## config.mk

```make
export PLATFORM = sky130hd
export DESIGN_NAME = dtx_dev_flat
export DESIGN_NICKNAME = d
export VERILOG_FILES = /design/src/core/dtx_pkg.sv /design/src/core/dtx_link_if.sv /design/src/core/dtx_dev.sv /design/src/flat_wrapper.sv
export SDC_FILE = /design/constraint.sdc
export NUM_CORES = 1
export LEC_CHECK = 0
export BUFFER_PORTS_ARGS = -buffer_cell sky130_fd_sc_hd__buf_2
export CAP_MARGIN = 15
export CORE_MARGIN = 3
export CORE_UTILIZATION = 40
export DETAILED_ROUTE_END_ITERATION = 16
export GPL_TIMING_DRIVEN = 0
export PLACE_DENSITY_LB_ADDON = 0.2
export SLEW_MARGIN = 20
export SYNTH_ARGS = -nofsm -noshare
export SYNTH_HDL_FRONTEND = slang
export SYNTH_SLANG_ARGS = --single-unit
```

## constraint.sdc

```tcl
create_clock -name clk -period 2.3 [get_ports clk]
set_input_delay 0.23 -clock clk [delete_from_list [all_inputs] [get_ports clk]]
set_output_delay 0.23 -clock clk [all_outputs]
set_load 0.01 [all_outputs]
```

## src/core/dtx_pkg.sv

```systemverilog
/*
 * shared constants for the ds3 transmit payload nibble link:
 * frame geometry, nibble timing, register map and state types.
 * assumes one 100 mhz line clock drives both ends of the link.
 */
// ----------------------------------------------------------------
// How it works
// - transmit timing from line clock only
// - nibble clock divided down from line clock
// - latch nibble on third edge after rise
// - frame end high for last nibble period
// - terminal starts next frame after frame end
// - terminal updates nibble on nibble clock rise
// - terminal holds frame reference low
// - nibble mode: overhead indicator stays inactive
// - frame is 56 overhead bits, 84-bit runs
// - 1176 payload nibbles per frame
// - 1120 four-cycle, 56 five-cycle nibble periods
// - terminal drives nibble mode select high in nibble mode
// - timing select bit 1 set selects master
// - serial: terminal samples overhead indicator
// - indicator low: terminal advances serial bit
// - indicator high: terminal holds serial bit
// - gapped mode: indicator pulses payload bits
// ----------------------------------------------------------------
package dtx_pkg;

    // ------------------------------------------------------------
    // frame geometry
    // ------------------------------------------------------------
    localparam int NIB_W = 4;
    localparam int FRAME_BITS = 4760;
    localparam int OH_BITS = 56;
    localparam int RUN_BITS = 84;
    localparam int FRAME_NIBS = 1176;
    localparam int SHORT_NIBS = 1120;
    localparam int PH_W = 3;
    localparam int BN_W = 5;
    localparam int BLK_W = 6;
    localparam logic [BN_W-1:0] BN_LAST = BN_W'(RUN_BITS / NIB_W - 1);
    localparam logic [BLK_W-1:0] BLK_LAST = BLK_W'(OH_BITS - 1);

    // ------------------------------------------------------------
    // nibble clock timing, in line clock cycles
    // ------------------------------------------------------------
    localparam logic [PH_W-1:0] SHORT_LEN = 3'h4;
    localparam logic [PH_W-1:0] LONG_LEN = 3'h5;
    localparam logic [PH_W-1:0] NCK_HIGH = 3'h2;
    localparam int CAPTURE_EDGE = 3;
    localparam logic [PH_W-1:0] CAP_PH = PH_W'(CAPTURE_EDGE - 1);

    // ------------------------------------------------------------
    // register map
    // ------------------------------------------------------------
    localparam int ADR_W = 16;
    localparam logic [ADR_W-1:0] MODE_ADDR = 16'h1100;
    localparam logic [ADR_W-1:0] STAT_ADDR = 16'h1104;
    localparam logic [ADR_W-1:0] CTRL_ADDR = 16'h1108;
    localparam logic [7:0] MODE_RESET = 8'h42;
    localparam int MODE_TREF_BIT = 1;
    localparam logic CTRL_RESET = 1'h0;
    localparam int CTRL_GAP_BIT = 0;
    localparam int STAT_RUN_BIT = 0;
    localparam int STAT_NIB_BIT = 1;
    localparam int STAT_FCNT_LSB = 16;

    // ------------------------------------------------------------
    // terminal buffer
    // ------------------------------------------------------------
    localparam int BUF_DEPTH = 2;

    typedef enum logic {DTX_IDLE, DTX_RUN} dtx_state_t;

endpackage : dtx_pkg

```

## src/core/dtx_link_if.sv

```systemverilog
/*
 * pins between the framer transmit input and the terminal logic.
 * assumes both ends run on the same line clock.
 */
`timescale 1ns/1ns
interface dtx_link_if;
    logic nibble_clock_out;
    logic [dtx_pkg::NIB_W-1:0] nibble_data_in;
    logic frame_end_pulse;
    logic overhead_indicator;
    logic serial_payload_in;
    logic frame_reference_in;
    logic nibble_mode_select;

    modport dev
    (
        output nibble_clock_out,
        output frame_end_pulse,
        output overhead_indicator,
        input nibble_data_in,
        input serial_payload_in,
        input frame_reference_in,
        input nibble_mode_select
    );

    modport term
    (
        input nibble_clock_out,
        input frame_end_pulse,
        input overhead_indicator,
        output nibble_data_in,
        output serial_payload_in,
        output frame_reference_in,
        output nibble_mode_select
    );
endinterface : dtx_link_if

```

## src/core/dtx_dev.sv

```systemverilog
/*
 * framer end of the transmit payload link: frame master timing,
 * nibble clock, payload capture and a wishbone register slave.
 * assumes the line clock is clk and the terminal shares it.
 */
// The implementer's own choice: the Wishbone slave port.
`timescale 1ns/1ns
module dtx_dev
(
    // clock, reset, enable
    input wire logic clk,
    input wire logic arst_n,
    input wire logic ce,
    // wishbone slave
    input wire logic wb_cyc_i,
    input wire logic wb_stb_i,
    input wire logic wb_we_i,
    input wire logic [dtx_pkg::ADR_W-1:0] wb_adr_i,
    input wire logic [3:0] wb_sel_i,
    input wire logic [31:0] wb_dat_i,
    output logic [31:0] wb_dat_o,
    output logic wb_ack_o,
    // link to terminal
    dtx_link_if.dev lnk,
    // captured payload
    output logic [dtx_pkg::NIB_W-1:0] pay_nibble,
    output logic pay_valid,
    output logic pay_last,
    output logic ser_bit,
    output logic ser_valid
);
    import dtx_pkg::*;

    // ------------------------------------------------------------
    // state
    // ------------------------------------------------------------
    dtx_state_t state, next_state;
    logic [PH_W-1:0] ph, next_ph;
    logic [BN_W-1:0] bn, next_bn;
    logic [BLK_W-1:0] blk, next_blk;
    logic [15:0] fcnt, next_fcnt;
    logic nck, next_nck;
    logic fend, next_fend;
    logic ohi, next_ohi;
    logic [NIB_W-1:0] next_pay_nibble;
    logic next_pay_valid, next_pay_last;
    logic next_ser_bit, next_ser_valid;
    logic [7:0] mode, next_mode;
    logic gap, next_gap;
    logic [31:0] next_dat;
    logic next_ack;
    logic nm_s1, nm_s2;
    logic run_req, run_n, nib_mode, cap_nib, cap_ser, hit;
    logic [PH_W-1:0] len;

    // overhead slot opens each 21-nibble block
    function automatic logic is_oh
    (
        input logic [BN_W-1:0] b,
        input logic [PH_W-1:0] p
    );
        return (b == '0) && (p == '0);
    endfunction : is_oh

    assign lnk.nibble_clock_out = nck;
    assign lnk.frame_end_pulse = fend;
    assign lnk.overhead_indicator = ohi;
    assign nib_mode = nm_s2;

    // ------------------------------------------------------------
    // frame timing and capture
    // ------------------------------------------------------------
    always_comb
    begin
        run_req = mode[MODE_TREF_BIT];
        len = (bn == '0) ? LONG_LEN : SHORT_LEN;
        next_state = state;
        next_ph = ph;
        next_bn = bn;
        next_blk = blk;
        next_fcnt = fcnt;
        case (state)
            DTX_IDLE:
            begin
                if (run_req)
                begin
                    next_state = DTX_RUN;
                end
            end
            DTX_RUN:
            begin
                if (!run_req)
                begin
                    next_state = DTX_IDLE;
                    next_ph = '0;
                    next_bn = '0;
                    next_blk = '0;
                end
                else if (ph != len - 3'h1)
                begin
                    next_ph = ph + 3'h1;
                end
                else
                begin
                    next_ph = '0;
                    if (bn != BN_LAST)
                    begin
                        next_bn = bn + 5'h01;
                    end
                    else
                    begin
                        next_bn = '0;
                        if (blk != BLK_LAST)
                        begin
                            next_blk = blk + 6'h01;
                        end
                        else
                        begin
                            next_blk = '0;
                            next_fcnt = fcnt + 16'h0001;
                        end
                    end
                end
            end
            default:
            begin
                next_state = DTX_IDLE;
            end
        endcase
        run_n = (next_state == DTX_RUN);
        next_nck = run_n && (next_ph < NCK_HIGH);
        next_fend = run_n && (next_blk == BLK_LAST)
            && (next_bn == BN_LAST);
        if (nib_mode)
        begin
            next_ohi = 1'b0;
        end
        else if (gap)
        begin
            next_ohi = run_n && !is_oh(next_bn, next_ph);
        end
        else
        begin
            next_ohi = run_n && is_oh(next_bn, next_ph);
        end
        cap_nib = (state == DTX_RUN) && nib_mode && (ph == CAP_PH);
        cap_ser = (state == DTX_RUN) && !nib_mode && !is_oh(bn, ph);
        next_pay_valid = cap_nib;
        next_pay_last = cap_nib && fend;
        next_pay_nibble = cap_nib ? lnk.nibble_data_in : pay_nibble;
        next_ser_valid = cap_ser;
        next_ser_bit = cap_ser ? lnk.serial_payload_in : ser_bit;
    end

    always_ff @(posedge clk or negedge arst_n)
    begin
        if (!arst_n)
        begin
            state <= DTX_IDLE;
            ph <= '0;
            bn <= '0;
            blk <= '0;
            fcnt <= '0;
            nck <= 1'b0;
            fend <= 1'b0;
            ohi <= 1'b0;
            pay_nibble <= '0;
            pay_valid <= 1'b0;
            pay_last <= 1'b0;
            ser_bit <= 1'b0;
            ser_valid <= 1'b0;
        end
        else if (ce)
        begin
            state <= next_state;
            ph <= next_ph;
            bn <= next_bn;
            blk <= next_blk;
            fcnt <= next_fcnt;
            nck <= next_nck;
            fend <= next_fend;
            ohi <= next_ohi;
            pay_nibble <= next_pay_nibble;
            pay_valid <= next_pay_valid;
            pay_last <= next_pay_last;
            ser_bit <= next_ser_bit;
            ser_valid <= next_ser_valid;
        end
    end

    // ------------------------------------------------------------
    // mode strap synchroniser
    // ------------------------------------------------------------
    always_ff @(posedge clk or negedge arst_n)
    begin
        if (!arst_n)
        begin
            nm_s1 <= 1'b0;
            nm_s2 <= 1'b0;
        end
        else if (ce)
        begin
            nm_s1 <= lnk.nibble_mode_select;
            nm_s2 <= nm_s1;
        end
    end

    // ------------------------------------------------------------
    // wishbone registers
    // ------------------------------------------------------------
    always_comb
    begin
        hit = wb_cyc_i && wb_stb_i && !wb_ack_o;
        next_ack = hit;
        next_dat = '0;
        next_mode = mode;
        next_gap = gap;
        if (wb_cyc_i && wb_stb_i && wb_ack_o && wb_we_i && wb_sel_i[0])
        begin
            case (wb_adr_i)
                MODE_ADDR: next_mode = wb_dat_i[7:0];
                CTRL_ADDR: next_gap = wb_dat_i[CTRL_GAP_BIT];
                default: next_mode = mode;
            endcase
        end
        if (hit && !wb_we_i)
        begin
            case (wb_adr_i)
                MODE_ADDR: next_dat[7:0] = mode;
                STAT_ADDR:
                begin
                    next_dat[STAT_RUN_BIT] = (state == DTX_RUN);
                    next_dat[STAT_NIB_BIT] = nib_mode;
                    next_dat[STAT_FCNT_LSB +: 16] = fcnt;
                end
                CTRL_ADDR: next_dat[CTRL_GAP_BIT] = gap;
                default: next_dat = '0;
            endcase
        end
    end

    always_ff @(posedge clk or negedge arst_n)
    begin
        if (!arst_n)
        begin
            mode <= MODE_RESET;
            gap <= CTRL_RESET;
            wb_dat_o <= '0;
            wb_ack_o <= 1'b0;
        end
        else if (ce)
        begin
            mode <= next_mode;
            gap <= next_gap;
            wb_dat_o <= next_dat;
            wb_ack_o <= next_ack;
        end
    end

endmodule : dtx_dev

```

## src/flat_wrapper.sv

```systemverilog
// flat-port wrapper written by rule: the top's interface ports become plain ports
module dtx_dev_flat import dtx_pkg::*;
  (clk, arst_n, ce, wb_cyc_i, wb_stb_i, wb_we_i, wb_adr_i, wb_sel_i, wb_dat_i, wb_dat_o, wb_ack_o, pay_nibble, pay_valid, pay_last, ser_bit, ser_valid, lnk_nibble_clock_out, lnk_frame_end_pulse, lnk_overhead_indicator, lnk_nibble_data_in, lnk_serial_payload_in, lnk_frame_reference_in, lnk_nibble_mode_select);
  dtx_link_if lnk_i ();
  input wire logic clk;
  input wire logic arst_n;
  input wire logic ce;
  input wire logic wb_cyc_i;
  input wire logic wb_stb_i;
  input wire logic wb_we_i;
  input wire logic [dtx_pkg::ADR_W-1:0] wb_adr_i;
  input wire logic [3:0] wb_sel_i;
  input wire logic [31:0] wb_dat_i;
  output logic [31:0] wb_dat_o;
  output logic wb_ack_o;
  output logic [dtx_pkg::NIB_W-1:0] pay_nibble;
  output logic pay_valid;
  output logic pay_last;
  output logic ser_bit;
  output logic ser_valid;
  output wire logic [$bits(lnk_i.nibble_clock_out)-1:0] lnk_nibble_clock_out;
  output wire logic [$bits(lnk_i.frame_end_pulse)-1:0] lnk_frame_end_pulse;
  output wire logic [$bits(lnk_i.overhead_indicator)-1:0] lnk_overhead_indicator;
  input wire logic [$bits(lnk_i.nibble_data_in)-1:0] lnk_nibble_data_in;
  input wire logic [$bits(lnk_i.serial_payload_in)-1:0] lnk_serial_payload_in;
  input wire logic [$bits(lnk_i.frame_reference_in)-1:0] lnk_frame_reference_in;
  input wire logic [$bits(lnk_i.nibble_mode_select)-1:0] lnk_nibble_mode_select;
  assign lnk_nibble_clock_out = lnk_i.nibble_clock_out;
  assign lnk_frame_end_pulse = lnk_i.frame_end_pulse;
  assign lnk_overhead_indicator = lnk_i.overhead_indicator;
  assign lnk_i.nibble_data_in = lnk_nibble_data_in;
  assign lnk_i.serial_payload_in = lnk_serial_payload_in;
  assign lnk_i.frame_reference_in = lnk_frame_reference_in;
  assign lnk_i.nibble_mode_select = lnk_nibble_mode_select;
  dtx_dev u_core (.clk(clk), .arst_n(arst_n), .ce(ce), .wb_cyc_i(wb_cyc_i), .wb_stb_i(wb_stb_i), .wb_we_i(wb_we_i), .wb_adr_i(wb_adr_i), .wb_sel_i(wb_sel_i), .wb_dat_i(wb_dat_i), .wb_dat_o(wb_dat_o), .wb_ack_o(wb_ack_o), .lnk(lnk_i), .pay_nibble(pay_nibble), .pay_valid(pay_valid), .pay_last(pay_last), .ser_bit(ser_bit), .ser_valid(ser_valid));
endmodule
```

==> flow_summary_export.csv, run 1 <==
group,metric,value,unit
outcome,status,"complete, but fails checks",
outcome,violations,"negative setup slack",
clock_tree,htreeDepth,3,
yosys,synth_cell_type_count,61,
route,via_per_inst,5.37,
yosys,synthArstFlopShare,1.00,
placed_design,place_worst_setup_slack,-0.492,ns
route,drc,0,
layout,drive_gt1_frac,0.328,
timing,clock_skew,0.00710,ns
layout,final_cell_mix,"75 x dfrtp_1, 72 x buf_2, 36 x nand2_1, 27 x a22o_1, 25 x nor2_1",
setup_path,r2r_start,"u_core.bn[1]",
global_route,grt_pass1_vias,3081,
power,p_int,2.07,mW
setup_path,critical_path_class,"flip-flop to flip-flop",
layout,antenna_cells,0,
setup_path,endpoint_kind,"flip-flop",
timing,max_freq,396,MHz
power,combPwrFrac,0.057,
timing,hold_violations,0,
placed_design,place_inst,568,
power,ir_drop,0.342,mV
timing,relSlewSlack,0.562,
global_route,grt_start_max_net_pins,59,
power,p_leak,2.33,nW
yosys,yosys_register_bits,78,
yosys,synth_edf_count,0,
layout,fin_nets,528,
die,dieHeight,104,um
die,die_x,104,um
route,wl_per_cell,15.7,um
timing,fin_ws,-0.224,ns
setup_path,worstPathRequired,2.56,ns
yosys,yosysSeqAreaShare,0.507,
setup_path,arrival,2.78,ns
route,vias,3168,
yosys,yosysWarnings,0,
timing,rsz0062_at_grt,"true",
clock_tree,path_clk_slew,0.08,ns
layout,final_cell_area,4810,um^2
layout,utilization,0.518,
yosys,synth_top_cell_area_share,0.494,
global_route,grt_usage,0.175,
flow_run,maxCapViolCount,0,
layout,nFillCells,899,
layout,layout_commonest_cell,"dfrtp_1",
placed_design,post_dp_cell_area,4470,um^2
die,start_util,0.415,
layout,ff_latch_area,1960,um^2
yosys,synthTopCellsByArea,"dfrtp_1 49%, a22o_1 6.1%, mux2_2 5.3%, nand2_1 3.6%, nor2_1 2.5%",
power,switching_share,0.241,
setup_path,crit_start,"u_core.bn[1]",
timing,worst_pin_slew,0.649,ns
yosys,synth_largest_area_cell,"dfrtp_1",
route,totalWireLength,9260,um
die,ios,109,
setup_path,path_max_fanout,6,
power,clock_power_share,0.427,
timing,setup_violations,9,
global_route,grt_pass1_wl,15500,um
power,pwr_density_cell,568,nW/um^2
die,coreArea,9280,um^2
placed_design,io_buffers,72,
die,dieArea,10800,um^2
clock_tree,cts_buffers,9,
placed_design,hpwl,6750,um
placed_design,routabilityCongestion,0.911,
route,drt_iter0_drc,216,
layout,syn_to_final_growth,24.8,%
clock_tree,clockRootBuffer,"clkbuf_8",
clock_tree,cts_tree,"yes",
timing,tns,-0.941,ns
global_route,grt-ovfl-total,0,
clock_tree,clock_latency,0.36,ns
yosys,synthCells,359,
die,rows,35,
worst_hold_path,hp-class,"primary input to flip-flop",
clock_tree,clk_path_buf_depth,2,
global_route,antenna_found_initial,0,
setup_path,start_kind,"flip-flop",
clock_tree,clock-sinks,78,
timing,fin_crit,2.52,ns
timing,slew_viol_final,0,
route,postRouteAntennaNets,0,
worst_hold_path,hp-start,"wb_dat_i[7]",
layout,multi_input_area,1870,um^2
timing,min_period_over_period,1.10,
power,p_switching,0.657,mW
power,p_total,2.73,mW
yosys,syn_avg_cell_area,10.7,um^2
timing,holdWs,0.0914,ns
power,power_frac_seq,0.516,
layout,fin_cells,590,
yosys,syn-cell-area,3850,um^2
yosys,synth_flop_cell,"dfrtp_1",
route,first_pass_iters,4,
-- cell families after synthesis --
family / share of synthesized area
flip-flops: 0.507
multiplexers: 0.0763
buffers and inverters: 0.0393
other: 0.000973
AND/OR/NAND/NOR: 0.164
AO/OA/AOI/OAI: 0.156
XOR/XNOR: 0.0341
adder cells (fa/ha/maj): 0.0227
-- flip-flops by register name, indices dropped and copies added, names as in the netlist --
register / cells
u_core.ser_valid: 1
u_core.blk: 6
u_core.state: 1
u_core.pay_nibble: 4
u_core.bn: 5
u_core.lnk.overhead_indicator: 1
u_core.fcnt: 16
u_core.mode: 8
u_core.wb_dat_o: 24
u_core.pay_last: 1
u_core.wb_ack_o: 1
u_core.pay_valid: 1
u_core.ser_bit: 1
u_core.nm_s1: 1
u_core.gap: 1
u_core.ph: 3
u_core.nib_mode: 1
u_core.lnk.frame_end_pulse: 1
u_core.lnk.nibble_clock_out: 1
-- layer usage --
metal / GRT usage / vias to the layer above / wire [um]
met2: 0.278 / 102 / 4350
met1: 0.235 / 1550 / 4250
met3: 0.0341 / 21 / 438
met5: 0 / - / 0
li1: - / 1495 / -
met4: 0.0760 / 0 / 225
-- Yosys cell counts (4+ instances only) --
cell	number
dfrtp_1	76
nand2_1	37
a22o_1	27
nor2_1	26
mux2_2	18
o21ai_0	17
nand3_1	16
clkbuf_1	12
and3_1	10
xnor2_1	10
buf_4	8
inv_1	8
nor3_1	8
a21oi_1	7
ha_1	7
xor2_1	5
mux2i_1	4
-- power by group through the flow --
stage / sequential, mW / combinational (mW) / clock [mW]
2_1_floorplan: 1.43 / 0.0699 / 0
6_report: 1.41 / 0.157 / 1.17
5_1_grt: 1.41 / 0.178 / 1.26
4_1_cts: 1.41 / 0.158 / 1.19
3_5_place_dp: 1.43 / 0.156 / 0
3_3_place_gp: 1.43 / 0.147 / 0
-- area by class of cell --
type,count,share of cell area
inverter,8,0.00624
buffer,21,0.0250
timing repair buffer,80,0.0942
multi-input combinational,258,0.388
sequential,78,0.407
clock inverter,6,0.0198
tap,129,0.0336
clock buffer,10,0.0265
-- final timing paths --
check | to | slack [ns] | cells after the start
setup / recovery | u_core.lnk.frame_end_pulse | -0.22 | 8
hold / removal | u_core.mode[7] | 0.09 | 2
setup reg to reg | u_core.lnk.frame_end_pulse | -0.22 | 8
hold reg to reg | u_core.fcnt[15] | 0.47 | 1
max in group asynchronous | u_core.mode[1] | 1.38 | 3
min in group asynchronous | u_core.blk[1] | 0.30 | 2
-- worst max-delay path: stages (launching register included) --
cell and delay, ns:
dfrtp_1 0.40, inv_2 0.07, ha_4 0.14, or4b_4 0.51, mux2i_4 0.24, and3_4 0.21, o41ai_4 0.37, nand2_1 0.15
o41ai_2 0.33
-- what timing repair did --
action                     4_1_cts  5_1_grt
setup endpoints to repair       17       28
gates resized for setup          7       14
hold buffers                     1        0
setup buffers                    4        2
hold endpoints to repair        20        0
pin swaps                        6        3
No activity file was read; power rests on OpenSTA's default activity.
==> inputs of run 2 (changes only) <==
--- a/config.mk
+++ b/config.mk
@@ -9,6 +9,7 @@
 export CAP_MARGIN = 15
 export CORE_MARGIN = 3
 export CORE_UTILIZATION = 40
+export CTS_BUF_LIST = sky130_fd_sc_hd__clkbuf_2 sky130_fd_sc_hd__clkbuf_4 sky130_fd_sc_hd__clkbuf_8
 export DETAILED_ROUTE_END_ITERATION = 16
 export GPL_TIMING_DRIVEN = 0
 export PLACE_DENSITY_LB_ADDON = 0.2
==> run 2 against run 1 <==
Net effect: critical path depth unchanged; non-clock buffer count stayed put; highest routed layer unchanged; design area about the same; clock-buffer cell count unchanged; the flow still finishes with violations (negative setup slack); wire length decreased by 0.35%; first-iteration DRC count shrank 21%; utilization about the same; largest cell class unchanged.
==> flow_summary_export.csv, run 2 (same netlist as run 1, synthesis figures left out) <==
group,metric,value,unit
power,p_leak,2.34,nW
route,via_per_inst,5.35,
route,drt_iter0_drc,170,
layout,nFillCells,899,
setup_path,cp_slowest_cell,"or4b_4",
die,ios,109,
timing,clock_skew,0.00709,ns
timing,max_freq,398,MHz
die,die_x,104,um
route,totalWireLength,9230,um
setup_path,arrival,2.77,ns
timing,rsz0062_at_grt,"true",
worst_hold_path,worstHoldPathCells,2,
die,dieHeight,104,um
placed_design,routabilityCongestion,0.911,
die,rows,35,
die,coreArea,9280,um^2
worst_hold_path,hp-class,"primary input to flip-flop",
clock_tree,cts_buffers,9,
placed_design,io_buffers,72,
route,postRouteAntennaNets,0,
placed_design,place_worst_setup_slack,-0.492,ns
setup_path,r2r_start,"u_core.bn[1]",
layout,fin_cells,590,
worst_hold_path,hp-start,"wb_dat_i[7]",
route,vias,3159,
timing,min_period_over_period,1.09,
placed_design,place_inst,568,
layout,drive_gt1_frac,0.330,
global_route,antenna_found_initial,0,
setup_path,r2r-end,"u_core.lnk.frame_end_pulse",
flow_run,maxCapViolCount,0,
layout,fin_nets,528,
layout,antenna_cells,0,
layout,largest_reg_flops,24,
power,ir_drop,0.345,mV
clock_tree,path_clk_slew,0.09,ns
clock_tree,cts_tree,"yes",
clock_tree,clk_path_buf_depth,2,
global_route,grt_pass1_vias,3081,
layout,utilization,0.518,
layout,final_cell_mix,"75 x dfrtp_1, 72 x buf_2, 36 x nand2_1, 27 x a22o_1, 25 x nor2_1",
placed_design,post_dp_cell_area,4470,um^2
setup_path,worstPathRequired,2.55,ns
layout,top_regs,"u_core.wb_dat_o (24), u_core.fcnt (16), u_core.mode (8)",
layout,layout_commonest_cell,"dfrtp_1",
outcome,status,"complete, but fails checks",
clock_tree,clock-sinks,78,
setup_path,reg2reg_depth,8,
route,wl_per_cell,15.6,um
setup_path,path_cells,"inv_2 > ha_4 > or4b_4 > mux2i_4 > and3_4 > o41ai_4 > nand2_1 > o41ai_2",
timing,relSlewSlack,0.564,
timing,slew_viol_final,0,
clock_tree,clock_latency,0.35,ns
placed_design,hpwl,6750,um
timing,worst_pin_slew,0.645,ns
global_route,grt-ovfl-total,0,
global_route,grt_start_max_net_pins,59,
layout,syn_to_final_growth,24.9,%
power,p_total,2.74,mW
setup_path,r2r_setup_slack,-0.21,ns
outcome,violations,"negative setup slack",
layout,top_register,"u_core.wb_dat_o",
clock_tree,clockRootBuffer,"clkbuf_8",
layout,final_cell_area,4810,um^2
timing,fin_ws,-0.213,ns
route,first_pass_iters,5,
global_route,grt_usage,0.175,
timing,fin_crit,2.51,ns
timing,setup_violations,9,
power,pwr_density_cell,569,nW/um^2
die,start_util,0.415,
die,dieArea,10800,um^2
timing,hold_violations,0,
global_route,grt_pass1_wl,15500,um
worst_hold_path,hold_path_end,"u_core.mode[7]",
setup_path,slowest_delay,0.51,ns
setup_path,endpoint_kind,"flip-flop",
route,drc,0,
setup_path,path_max_fanout,6,
setup_path,start_kind,"flip-flop",
setup_path,critical_path_class,"flip-flop to flip-flop",
clock_tree,htreeDepth,3,
==> run 2: power by group <==
part | leakage [nW] | total, mW | internal, mW | switching, mW
Clock | 0.108 | 1.18 | 0.633 | 0.542
Combinational | 1.16 | 0.157 | 0.0672 | 0.0899
Sequential | 1.07 | 1.41 | 1.39 | 0.0224
Total | 2.34 | 2.74 | 2.09 | 0.655
==> run 2: worst max path at each step <==
| stage | startpoint | end | slack [ns] | cells past startpoint |
|---|---|---|---|---|
| floorplan | u_core.bn[0] | u_core.lnk.overhead_indicator | -0.06 | 8 |
| finish | u_core.bn[1] | u_core.lnk.frame_end_pulse | -0.21 | 8 |
| detailed placement | u_core.bn[0] | u_core.lnk.frame_end_pulse | -0.49 | 8 |
| global route | u_core.bn[1] | u_core.lnk.frame_end_pulse | -0.36 | 8 |
| global placement | u_core.bn[0] | u_core.lnk.frame_end_pulse | -0.50 | 8 |
| CTS | u_core.bn[1] | u_core.lnk.frame_end_pulse | -0.21 | 8 |
==> run 2: repair_timing <==
item	in CTS	in global routing
hold buffers	1	0
pin swaps	6	3
setup buffers	4	2
setup endpoints to repair	17	28
cloned	0	0
gates resized for setup	7	14
endpoints found under the hold margin	20	0
==> run 2: stage by stage <==
| stage | setup TNS [ns] | hold slack [ns] |
|---|---|---|
| 2_1_floorplan | -0.0988 | -0.0656 |
| 3_3_place_gp | -4.10 | 0.450 |
| 3_5_place_dp | -4.26 | 0.150 |
| 4_1_cts | -0.640 | 0.0895 |
| 5_1_grt | -3.41 | 0.0830 |
| 6_report | -0.958 | 0.0918 |
==> run 2: area by class of cell <==
cell class	count	area (um^2)	share of cell area
flip-flops and latches	78	1960	0.406
multi-input cells	258	1870	0.388
repair buffers	80	453	0.0941
well taps	129	161	0.0335
clock buffers	10	131	0.0273
plain buffers	21	120	0.0250
clock inverters	6	95.1	0.0198
inverters	8	30.0	0.00624
==> run 2: critical path, delay by kind of cell (launching register included) <==
kind	cells	cell delay (ns)
buffers and inverters	1	0.07
muxes	1	0.24
DFF	1	0.40
adders and majority gates	1	0.14
AOI/OAI and AO/OA	2	0.69
and+or+nand+nor	3	0.87
==> run 2: metal layers <==
layer  global-route usage  up-vias  part of all wire
li1                     -     1496                 -
met1                0.234     1530              0.45
met2                0.279      114              0.47
met3               0.0341       19             0.057
met4               0.0760        0             0.025
met5                    0        -                 0
